`src/hw/timer8_params.svh`:
```
/*
 * register offsets, field positions, reset values and prescaler width
 * of the 8-bit timer. assumes inclusion by bare name, definitions only.
 */
`ifndef TIMER8_PARAMS_SVH
`define TIMER8_PARAMS_SVH
// register byte offsets on the APB window
`define OFS_CTRL_A   8'h00
`define OFS_CTRL_B   8'h04
`define OFS_COUNT    8'h08
`define OFS_CMP_A    8'h0C
`define OFS_CMP_B    8'h10
`define OFS_MASK     8'h14
`define OFS_FLAG     8'h18
`define OFS_ASYNC    8'h1C
`define OFS_DIR      8'h20
// field positions
`define CA_WGM_LO    0
`define CA_COM_B     4
`define CA_COM_A     6
`define CB_CS        0
`define CB_WGM2      3
`define CB_FOC_B     6
`define CB_FOC_A     7
`define FLG_OVF      0
`define FLG_A        1
`define FLG_B        2
`define AS_SEL       5
`define DIR_A        0
`define DIR_B        1
// values
`define CNT_MAX      8'hFF
`define CNT_BOTTOM   8'h00
`define RST_BYTE     8'h00
`define RST_FLAGS    3'h0
`define RST_DIR      2'h0
// prescaler width
`define PS_W         10
`endif

```
`src/hw/timer8_pkg.sv`:
```
/*
 * types of the 8-bit timer: counting kinds and their decode.
 * assumes timer8_params.svh on the include path.
 */
package timer8_pkg;
    // counting behaviour, one-hot
    typedef enum logic [3:0] {
        K_NORMAL   = 4'b0001,
        K_CTC      = 4'b0010,
        K_PWM_FF   = 4'b0100,
        K_PWM_OCRA = 4'b1000
    } count_kind_t;

    // waveform mode field to counting kind
    function automatic count_kind_t decode_kind(input logic [2:0] wgm);
        case (wgm)
            3'h0: decode_kind = K_NORMAL;
            3'h2: decode_kind = K_CTC;
            3'h1, 3'h3: decode_kind = K_PWM_FF;
            3'h5, 3'h7: decode_kind = K_PWM_OCRA;
            default: decode_kind = K_NORMAL;
        endcase
    endfunction : decode_kind
endpackage : timer8_pkg

```
`src/hw/tick_prescaler.sv`:
```
/*
 * free-running prescaler turning source pulses into timer ticks.
 * assumes src_en is a one-cycle pulse in the clk domain.
 */
`include "timer8_params.svh"
module tick_prescaler import timer8_pkg::*; #(
    parameter int W = `PS_W
) (
    input  wire logic       clk,    // system clock
    input  wire logic       rst_n,  // async reset, low
    input  wire logic       src_en, // source pulse
    input  wire logic [2:0] sel,    // clock select field
    output logic            tick    // timer tick pulse
);
    logic [W-1:0] cnt_q;

    // tap is complete when low bits are all ones
    function automatic logic tap_full(input logic [2:0] s, input logic [W-1:0] c);
        case (s)
            3'h1: tap_full = 1'b1;
            3'h2: tap_full = &c[2:0];
            3'h3: tap_full = &c[4:0];
            3'h4: tap_full = &c[5:0];
            3'h5: tap_full = &c[6:0];
            3'h6: tap_full = &c[7:0];
            3'h7: tap_full = &c[9:0];
            default: tap_full = 1'b0;
        endcase
    endfunction : tap_full

    // divider counts source pulses
    always_ff @(posedge clk or negedge rst_n) begin
        if (!rst_n) begin
            cnt_q <= '0;
        end else if (src_en) begin
            cnt_q <= cnt_q + 1'b1;
        end
    end

    // no tick for select zero
    assign tick = src_en & tap_full(sel, cnt_q);
endmodule : tick_prescaler

```
`src/hw/compare_channel.sv`:
```
/*
 * one compare channel: buffered compare value, match and waveform.
 * assumes tick, bottom and force are one-cycle pulses on clk.
 */
module compare_channel (
    input  wire logic       clk,     // system clock
    input  wire logic       rst_n,   // async reset, low
    input  wire logic       tick,    // timer tick
    input  wire logic [7:0] cnt,     // counter value
    input  wire logic [7:0] buf_val, // value written by software
    input  wire logic       pwm,     // pwm counting active
    input  wire logic       bottom,  // tick of top to bottom
    input  wire logic [1:0] com,     // compare output mode
    input  wire logic       force_s, // force compare strobe
    input  wire logic       blocked, // match suppressed
    output logic [7:0]      ocr,     // compare value in use
    output logic            hit,     // match pulse
    output logic            wave_q   // waveform output
);
    logic [7:0] active_q;

    // reload at bottom in pwm, direct otherwise
    always_ff @(posedge clk or negedge rst_n) begin
        if (!rst_n) begin
            active_q <= 8'h00;
        end else if (!pwm || bottom) begin
            active_q <= buf_val;
        end
    end

    assign ocr = pwm ? active_q : buf_val;
    assign hit = tick & (cnt == ocr) & ~blocked;

    // waveform generator, bottom wins over match for constant level
    always_ff @(posedge clk or negedge rst_n) begin
        if (!rst_n) begin
            wave_q <= 1'b0;
        end else if (pwm) begin
            if (bottom && com[1]) begin
                wave_q <= ~com[0];
            end else if (hit) begin
                case (com)
                    2'h1: wave_q <= ~wave_q;
                    2'h2: wave_q <= 1'b0;
                    2'h3: wave_q <= 1'b1;
                    default: wave_q <= wave_q;
                endcase
            end
        end else if (hit || force_s) begin
            case (com)
                2'h1: wave_q <= ~wave_q;
                2'h2: wave_q <= 1'b0;
                2'h3: wave_q <= 1'b1;
                default: wave_q <= wave_q;
            endcase
        end
    end
endmodule : compare_channel

```
`src/hw/timer8_ctc_fast_pwm.sv`:
```
/*
 * 8-bit timer with two compare channels, normal, ctc and fast pwm
 * counting, flags with masks, APB register slave.
 * assumes one 20 MHz clock and the crystal on an unsynchronised pin.
 */
// Chosen here: register access over APB and the register addresses.
//Contract
//- counter and both compare values are 8 bits wide.
//- each request is a flag gated by its own mask bit.
//- clock select zero gives no tick; counter holds.
//- tick source is the system clock unless async select is one.
//- software reads and writes the counter; write beats count and clear.
//- both compare values are compared with the counter always.
//- 3-bit waveform mode: two low bits in control A, top in B.
//- compare output modes never change the counting sequence.
//- non-pwm: output mode selects set, clear or toggle on match.
//- mode zero counts up only and wraps FF to 00.
//- mode zero sets overflow when counter becomes zero; set only.
//- mode two clears the counter on match with compare A.
//- mode two compare A unbuffered; missed match runs to FF.
//- mode two with output mode 1 toggles output A per match.
//- waveform reaches its pin only while direction is output.
//- mode two sets overflow when passing FF to 00.
//- fast pwm sets overflow each time counter reaches top.
//- fast pwm top is FF for mode 3, compare A for mode 7.
//- fast pwm output mode 2 non-inverted, 3 inverted.
//- fast pwm: change at match, opposite change at top to zero.
//- compare zero gives spike per 256 ticks; max gives constant.
//- fast pwm output mode 1 toggles per match, buffering kept.
//- prescale divisors 1, 8, 32, 64, 128, 256 and 1024.
//- compare values buffered in pwm, direct in normal and ctc.
//- match sets flag at the tick; write one or service clears.
//- counter write suppresses matches of the next tick.
//- force strobe in non-pwm acts as match, no flag or clear.
`include "timer8_params.svh"
module timer8_ctc_fast_pwm import timer8_pkg::*; (
    input  wire logic        clk,        // system clock
    input  wire logic        rst_n,      // async reset, low
    input  wire logic        psel,       // apb select
    input  wire logic        penable,    // apb enable
    input  wire logic        pwrite,     // apb direction
    input  wire logic [7:0]  paddr,      // apb byte address
    input  wire logic [31:0] pwdata,     // apb write data
    output logic [31:0]      prdata,     // apb read data
    output logic             pready,     // apb ready
    output logic             pslverr,    // apb error
    input  wire logic        crystal_in, // crystal oscillator pin
    input  wire logic        ack_ovf,    // overflow serviced
    input  wire logic        ack_cmp_a,  // compare a serviced
    input  wire logic        ack_cmp_b,  // compare b serviced
    output logic             irq_ovf,    // overflow request
    output logic             irq_cmp_a,  // compare a request
    output logic             irq_cmp_b,  // compare b request
    output logic             wave_a_o,   // pin a data
    output logic             wave_a_oe,  // pin a enable
    output logic             wave_b_o,   // pin b data
    output logic             wave_b_oe   // pin b enable
);
    logic [7:0]  ctrl_a_q;
    logic [7:0]  ctrl_b_q;
    logic [7:0]  cnt_q;
    logic [7:0]  cmp_a_buf_q;
    logic [7:0]  cmp_b_buf_q;
    logic [2:0]  mask_q;
    logic [2:0]  flag_q;
    logic [2:0]  flag_set;
    logic [2:0]  flag_clr;
    logic        async_q;
    logic [1:0]  dir_q;
    logic        block_q;
    logic [31:0] prdata_q;
    logic        pslverr_q;
    logic        x1_q;
    logic        x2_q;
    logic        x3_q;
    logic        xlvl_q;
    logic        xrise;
    logic        src_en;
    logic        tick;
    logic [2:0]  wgm;
    count_kind_t kind;
    logic        pwm;
    logic [7:0]  top;
    logic        at_top;
    logic        ovf_evt;
    logic        bottom;
    logic [7:0]  ocr_a;
    logic [7:0]  ocr_b;
    logic        hit_a;
    logic        hit_b;
    logic        wave_a_q;
    logic        wave_b_q;
    logic        setup;
    logic        wr;
    logic        wr_cnt;
    logic        wr_b;
    logic        force_a;
    logic        force_b;

    // address decode
    function automatic logic addr_ok(input logic [7:0] a);
        case (a)
            `OFS_CTRL_A, `OFS_CTRL_B, `OFS_COUNT, `OFS_CMP_A, `OFS_CMP_B,
            `OFS_MASK, `OFS_FLAG, `OFS_ASYNC, `OFS_DIR: addr_ok = 1'b1;
            default: addr_ok = 1'b0;
        endcase
    endfunction : addr_ok

    // apb strobes, zero wait states
    assign setup  = psel & ~penable;
    assign wr     = psel & penable & pwrite & addr_ok(paddr);
    assign wr_cnt = wr & (paddr == `OFS_COUNT);
    assign wr_b   = wr & (paddr == `OFS_CTRL_B);
    assign pready = 1'b1;
    assign prdata = prdata_q;
    assign pslverr = pslverr_q;

    // read data captured in the setup cycle
    always_ff @(posedge clk or negedge rst_n) begin
        if (!rst_n) begin
            prdata_q  <= '0;
            pslverr_q <= 1'b0;
        end else if (setup) begin
            pslverr_q <= ~addr_ok(paddr);
            case (paddr)
                `OFS_CTRL_A: prdata_q <= {24'h0, ctrl_a_q};
                `OFS_CTRL_B: prdata_q <= {24'h0, ctrl_b_q};
                `OFS_COUNT:  prdata_q <= {24'h0, cnt_q};
                `OFS_CMP_A:  prdata_q <= {24'h0, cmp_a_buf_q};
                `OFS_CMP_B:  prdata_q <= {24'h0, cmp_b_buf_q};
                `OFS_MASK:   prdata_q <= {29'h0, mask_q};
                `OFS_FLAG:   prdata_q <= {29'h0, flag_q};
                `OFS_ASYNC:  prdata_q <= {26'h0, async_q, 5'h0};
                `OFS_DIR:    prdata_q <= {30'h0, dir_q};
                default:     prdata_q <= '0;
            endcase
        end
    end

    // configuration registers; force strobes are not stored
    always_ff @(posedge clk or negedge rst_n) begin
        if (!rst_n) begin
            ctrl_a_q    <= `RST_BYTE;
            ctrl_b_q    <= `RST_BYTE;
            cmp_a_buf_q <= `RST_BYTE;
            cmp_b_buf_q <= `RST_BYTE;
            mask_q      <= `RST_FLAGS;
            async_q     <= 1'b0;
            dir_q       <= `RST_DIR;
        end else if (wr) begin
            case (paddr)
                `OFS_CTRL_A: ctrl_a_q <= pwdata[7:0];
                `OFS_CTRL_B: ctrl_b_q <= {2'h0, pwdata[5:0]};
                `OFS_CMP_A:  cmp_a_buf_q <= pwdata[7:0];
                `OFS_CMP_B:  cmp_b_buf_q <= pwdata[7:0];
                `OFS_MASK:   mask_q <= pwdata[2:0];
                `OFS_ASYNC:  async_q <= pwdata[`AS_SEL];
                `OFS_DIR:    dir_q <= pwdata[1:0];
                default:     async_q <= async_q;
            endcase
        end
    end

    // crystal pin: three flops, change accepted once two agree
    always_ff @(posedge clk or negedge rst_n) begin
        if (!rst_n) begin
            x1_q   <= 1'b0;
            x2_q   <= 1'b0;
            x3_q   <= 1'b0;
            xlvl_q <= 1'b0;
        end else begin
            x1_q <= crystal_in;
            x2_q <= x1_q;
            x3_q <= x2_q;
            if (x2_q == x3_q) begin
                xlvl_q <= x3_q;
            end
        end
    end

    // tick source select
    assign xrise  = (x2_q == x3_q) & x3_q & ~xlvl_q;
    assign src_en = async_q ? xrise : 1'b1;

    tick_prescaler #(
        .W (`PS_W)
    ) u_presc (
        .clk    (clk),
        .rst_n  (rst_n),
        .src_en (src_en),
        .sel    (ctrl_b_q[`CB_CS +: 3]),
        .tick   (tick)
    );

    // mode decode; output mode bits take no part
    assign wgm  = {ctrl_b_q[`CB_WGM2], ctrl_a_q[`CA_WGM_LO +: 2]};
    assign kind = decode_kind(wgm);
    assign pwm  = (kind == K_PWM_FF) || (kind == K_PWM_OCRA);
    assign top  = (kind == K_CTC || kind == K_PWM_OCRA) ? ocr_a : `CNT_MAX;
    assign at_top = (cnt_q == top);
    assign bottom = tick & pwm & at_top;

    // overflow: wrap of FF in normal and ctc, top in pwm
    assign ovf_evt = tick & (pwm ? at_top : (cnt_q == `CNT_MAX));

    // counter; software write first, then clear, then count
    always_ff @(posedge clk or negedge rst_n) begin
        if (!rst_n) begin
            cnt_q <= `CNT_BOTTOM;
        end else if (wr_cnt) begin
            cnt_q <= pwdata[7:0];
        end else if (tick) begin
            if (at_top && kind != K_NORMAL) begin
                cnt_q <= `CNT_BOTTOM;
            end else begin
                cnt_q <= cnt_q + 8'h01;
            end
        end
    end

    // match block from a counter write until the next tick
    always_ff @(posedge clk or negedge rst_n) begin
        if (!rst_n) begin
            block_q <= 1'b0;
        end else if (wr_cnt) begin
            block_q <= 1'b1;
        end else if (tick) begin
            block_q <= 1'b0;
        end
    end

    // force strobes only outside pwm
    assign force_a = wr_b & pwdata[`CB_FOC_A] & ~pwm;
    assign force_b = wr_b & pwdata[`CB_FOC_B] & ~pwm;

    compare_channel u_cha (
        .clk     (clk),
        .rst_n   (rst_n),
        .tick    (tick),
        .cnt     (cnt_q),
        .buf_val (cmp_a_buf_q),
        .pwm     (pwm),
        .bottom  (bottom),
        .com     (ctrl_a_q[`CA_COM_A +: 2]),
        .force_s (force_a),
        .blocked (block_q),
        .ocr     (ocr_a),
        .hit     (hit_a),
        .wave_q  (wave_a_q)
    );

    compare_channel u_chb (
        .clk     (clk),
        .rst_n   (rst_n),
        .tick    (tick),
        .cnt     (cnt_q),
        .buf_val (cmp_b_buf_q),
        .pwm     (pwm),
        .bottom  (bottom),
        .com     (ctrl_a_q[`CA_COM_B +: 2]),
        .force_s (force_b),
        .blocked (block_q),
        .ocr     (ocr_b),
        .hit     (hit_b),
        .wave_q  (wave_b_q)
    );

    // flags: set by events, cleared by write one or service
    assign flag_set = {hit_b, hit_a, ovf_evt};
    assign flag_clr = ({3{wr && paddr == `OFS_FLAG}} & pwdata[2:0])
                    | {ack_cmp_b, ack_cmp_a, ack_ovf};

    always_ff @(posedge clk or negedge rst_n) begin
        if (!rst_n) begin
            flag_q <= `RST_FLAGS;
        end else begin
            flag_q <= (flag_q & ~flag_clr) | flag_set;
        end
    end

    // requests gated by mask
    assign irq_ovf   = flag_q[`FLG_OVF] & mask_q[`FLG_OVF];
    assign irq_cmp_a = flag_q[`FLG_A] & mask_q[`FLG_A];
    assign irq_cmp_b = flag_q[`FLG_B] & mask_q[`FLG_B];

    // pins driven only when direction is output
    assign wave_a_o  = wave_a_q;
    assign wave_b_o  = wave_b_q;
    assign wave_a_oe = dir_q[`DIR_A];
    assign wave_b_oe = dir_q[`DIR_B];
endmodule : timer8_ctc_fast_pwm

```
`config.mk`:
```
export PLATFORM = sky130hd
export DESIGN_NAME = timer8_ctc_fast_pwm
export DESIGN_NICKNAME = d
export VERILOG_FILES = /design/src/hw/timer8_pkg.sv /design/src/hw/tick_prescaler.sv /design/src/hw/compare_channel.sv /design/src/hw/timer8_ctc_fast_pwm.sv
export VERILOG_INCLUDE_DIRS = /design/src /design/src/hw
export SDC_FILE = /design/constraint.sdc
export NUM_CORES = 1
export LEC_CHECK = 0
export ABC_AREA = 1
export BUFFER_PORTS_ARGS = -buffer_cell sky130_fd_sc_hd__buf_2
export CAP_MARGIN = 20
export CORE_MARGIN = 4
export CORE_UTILIZATION = 30
export CTS_CLUSTER_DIAMETER = 50
export DETAILED_ROUTE_END_ITERATION = 10
export HOLD_SLACK_MARGIN = 0.03
export PLACE_DENSITY = 0.47
export SLEW_MARGIN = 5
export SYNTH_ARGS = -nofsm -noshare
export SYNTH_HDL_FRONTEND = slang
export SYNTH_SLANG_ARGS = --single-unit
```
`constraint.sdc`:
```
create_clock -name clk -period 5.1 [get_ports clk]
set_input_delay 1.53 -clock clk [delete_from_list [all_inputs] [get_ports clk]]
set_output_delay 1.53 -clock clk [all_outputs]
set_load 0.01 [all_outputs]
```
==> out/results.ini <==
[layout]
fin_util_pct=34.4
drive_gt1_share_pct=12.0
multi_input_area_mm2=0.00236
diodes=0
fillers=1840
area_growth_pct=11.6
final_cells=951
register_area_mm2=0.00223
final_cell_area_mm2=0.00577
nets=780

[yosys]
synth_edf_count=0
yosys-top-cells-count=186 x nand2_1, 91 x inv_1, 89 x dfrtp_1
synthCells=688
synth_most_common_cell=nand2_1
synth_area_mm2=0.00517
seq_area_frac_synth_pct=43.1
syn_area_per_cell_um2=7.52
ys_ff_latch=89
synthTopCellsByArea=dfrtp_1 43%, nand2_1 14%, inv_1 6.6%
ys_types=39
synthFlopType=dfrtp_1
synthArstFlopShare_pct=100
yosys_warnings=0
synth.largest_area_cell=dfrtp_1
synth_top_area_share_pct=43.1

[critical_path]
cp-end-kind=flop
worstRegToRegCells=10
critical_path.max_fanout=10
r2r_end=cnt_q[3]
crit_arrival_ns=3.49
cp.required_ns=5.31
r2r_start=ctrl_a_q[0]
start_kind=input port
path_class=in -> reg
r2r_setup_slack_ns=2.61

[sta]
relSlewSlack_pct=32.1
worstMarginPinSlew_ns=1.01
min_period_ns=3.28
slew_viol_final=0
layout_setup_ws_ns=1.82
fmax_ghz=0.305
worst_clock_skew_ns=0.0109
setup_viol=0
fin_crit_sh_pct=64.2
rsz0062_at_grt=false
finalSetupTns_ns=0
hold_violations=0

[worst_hold_path]
hp-class=reg -> reg
hold-path-endpoint=x2_q
min_from=x1_q
hold_depth=0

[power_and_ir_drop]
p_int_mw=1.19
pwr-share-comb_pct=9.1
pwr_density_cell_mw_per_mm2=283
swShare_pct=27.4
p_leak_nw=2.92
power.share.clock_pct=43.9
pwr-share-seq_pct=47.1
ir_drop_mv=0.180
p_switching_mw=0.448

[global_route]
grt_pass1_vias=4385
grt_overflow=0
met1_usage_pct=23.5
track_usage_pct=16.5
top_usage_layer=met2
grt_antenna_before_repair=0
gr-usage-met3_pct=3.95
grt_pass1_wl_um=25000
grt_max_degree=65
grt.met2_usage_pct=25.2

[routing]
ant_nets=0
post-route-drc-count=0
wire_per_inst_um=16.6
vias=4545
drt-total-wl_um=15700
vias_per_cell=4.78
drt_iter0_drc=438
first_pass_iters=5

[clocking]
clk-insertion-delay-late_ns=0.35
cts_resized=0
cts_num_sinks=89
cts_setup_buffers=0
clk_pin_slew_ns=0.08
numCtsBuffers=9
cts_tree=yes
clock_path_buffers=2
holdBufCountCts=0
htreeDepth=3
root_buffer=clkbuf_16

[placed_design]
hpwl_um=11700
dpl_worst_slack_ns=1.47
portBuffers=40
placedCellCount=935
place_area_mm2=0.00546
gp_routability_congestion=0.859

[die]
start_util_pct=30.9
core.rowCount=47
fp.dieW_um=139
coreArea_mm2=0.0168
die_height_um=139
die_area_mm2=0.0194
num_io_pins=90

[flow_run]
maxCapViolCount=0

[status]
status=finished clean

[cells in the final DEF, fill, tap and decap left out, types with 14 or more instances in the layout]
cell type,count
inv_1,91
buf_2,39
nor2_1,47
o22ai_1,25
xor2_1,14
conb_1,25
nand2_1,186
nand3_1,42
dfrtp_1,89
o21ai_0,59
[critical path, cell delays in order]
cell and delay (ns):
buf_2 0.09, nor2_1 0.19, inv_1 0.12, nor3_1 0.31
nand2_1 0.35, inv_1 0.21, nand2_2 0.17, nand2_2 0.22
o22ai_1 0.10, o21bai_1 0.17
[how the worst max path moves through the flow]
stage | slack [ns] | startpoint | to | cells after the start
finish | 1.82 | paddr[1] | cnt_q[2] | 10
global placement | 1.52 | paddr[1] | cmp_b_buf_q[0] | 9
detailed placement | 1.47 | paddr[1] | cmp_b_buf_q[4] | 9
global route | 1.53 | paddr[1] | cmp_b_buf_q[1] | 9
CTS | 1.83 | paddr[1] | cmp_b_buf_q[4] | 9
floorplan | 2.19 | paddr[1] | cnt_q[7] | 9
[per-layer routing]
| metal | share of wire (%) | vias to the layer above |
|---|---|---|
| met3 | 5.3 | 15 |
| met5 | 0 | - |
| met4 | 1.7 | 0 |
| met1 | 48 | 2155 |
| li1 | - | 2237 |
| met2 | 45 | 138 |
[kinds of logic (layout without fill, tap and decap cells)]
| group | count (synthesis) | in the layout | synth area share (%) |
|---|---|---|---|
| AND/OR/NAND/NOR | 306 | 306 | 24.7 |
| buffers and inverters | 136 | 156 | 12.9 |
| AO/OA/AOI/OAI | 131 | 131 | 14.7 |
| flip-flops | 89 | 89 | 43.1 |
| XOR/XNOR | 17 | 17 | 2.88 |
| adder cells (fa/ha/maj) | 5 | 5 | 1.21 |
| other | 2 | 25 | 0.145 |
| multiplexers | 2 | 2 | 0.435 |
[through the flow]
stage | total power [mW] | hold slack, ns
after CTS | 1.65 | 0.370
after detailed placement | 0.933 | 0.346
after global routing | 1.71 | 0.384
after global placement | 0.927 | 0.345
after floorplan | 0.887 | 0.331
final | 1.63 | 0.372
[cell type report]
type | count | share of cell area (%)
Multi-Input combinational cell | 486 | 41.0
Clock buffer | 9 | 3.90
Tap cell | 220 | 4.77
Sequential cell | 89 | 38.6
Clock inverter | 7 | 1.50
Timing Repair Buffer | 44 | 4.03
Inverter | 96 | 6.24
[registers in the layout, indices dropped and copies added, names as in the netlist, 6 cells and up]
signal and count:
cmp_a_buf_q 8, u_cha.active_q 8, ctrl_a_q 8, ctrl_b_q 6, u_chb.active_q 8, cmp_b_buf_q 8, u_presc.cnt_q 10, cnt_q 8
prdata 8
[power by group through the flow]
stage | combinational (mW) | sequential, mW | clock [mW]
4_1_cts | 0.151 | 0.769 | 0.734
6_report | 0.148 | 0.769 | 0.717
5_1_grt | 0.176 | 0.773 | 0.766
3_3_place_gp | 0.146 | 0.781 | 0
3_5_place_dp | 0.150 | 0.783 | 0
2_1_floorplan | 0.111 | 0.776 | 0
(Power assumes the default switching activity.)
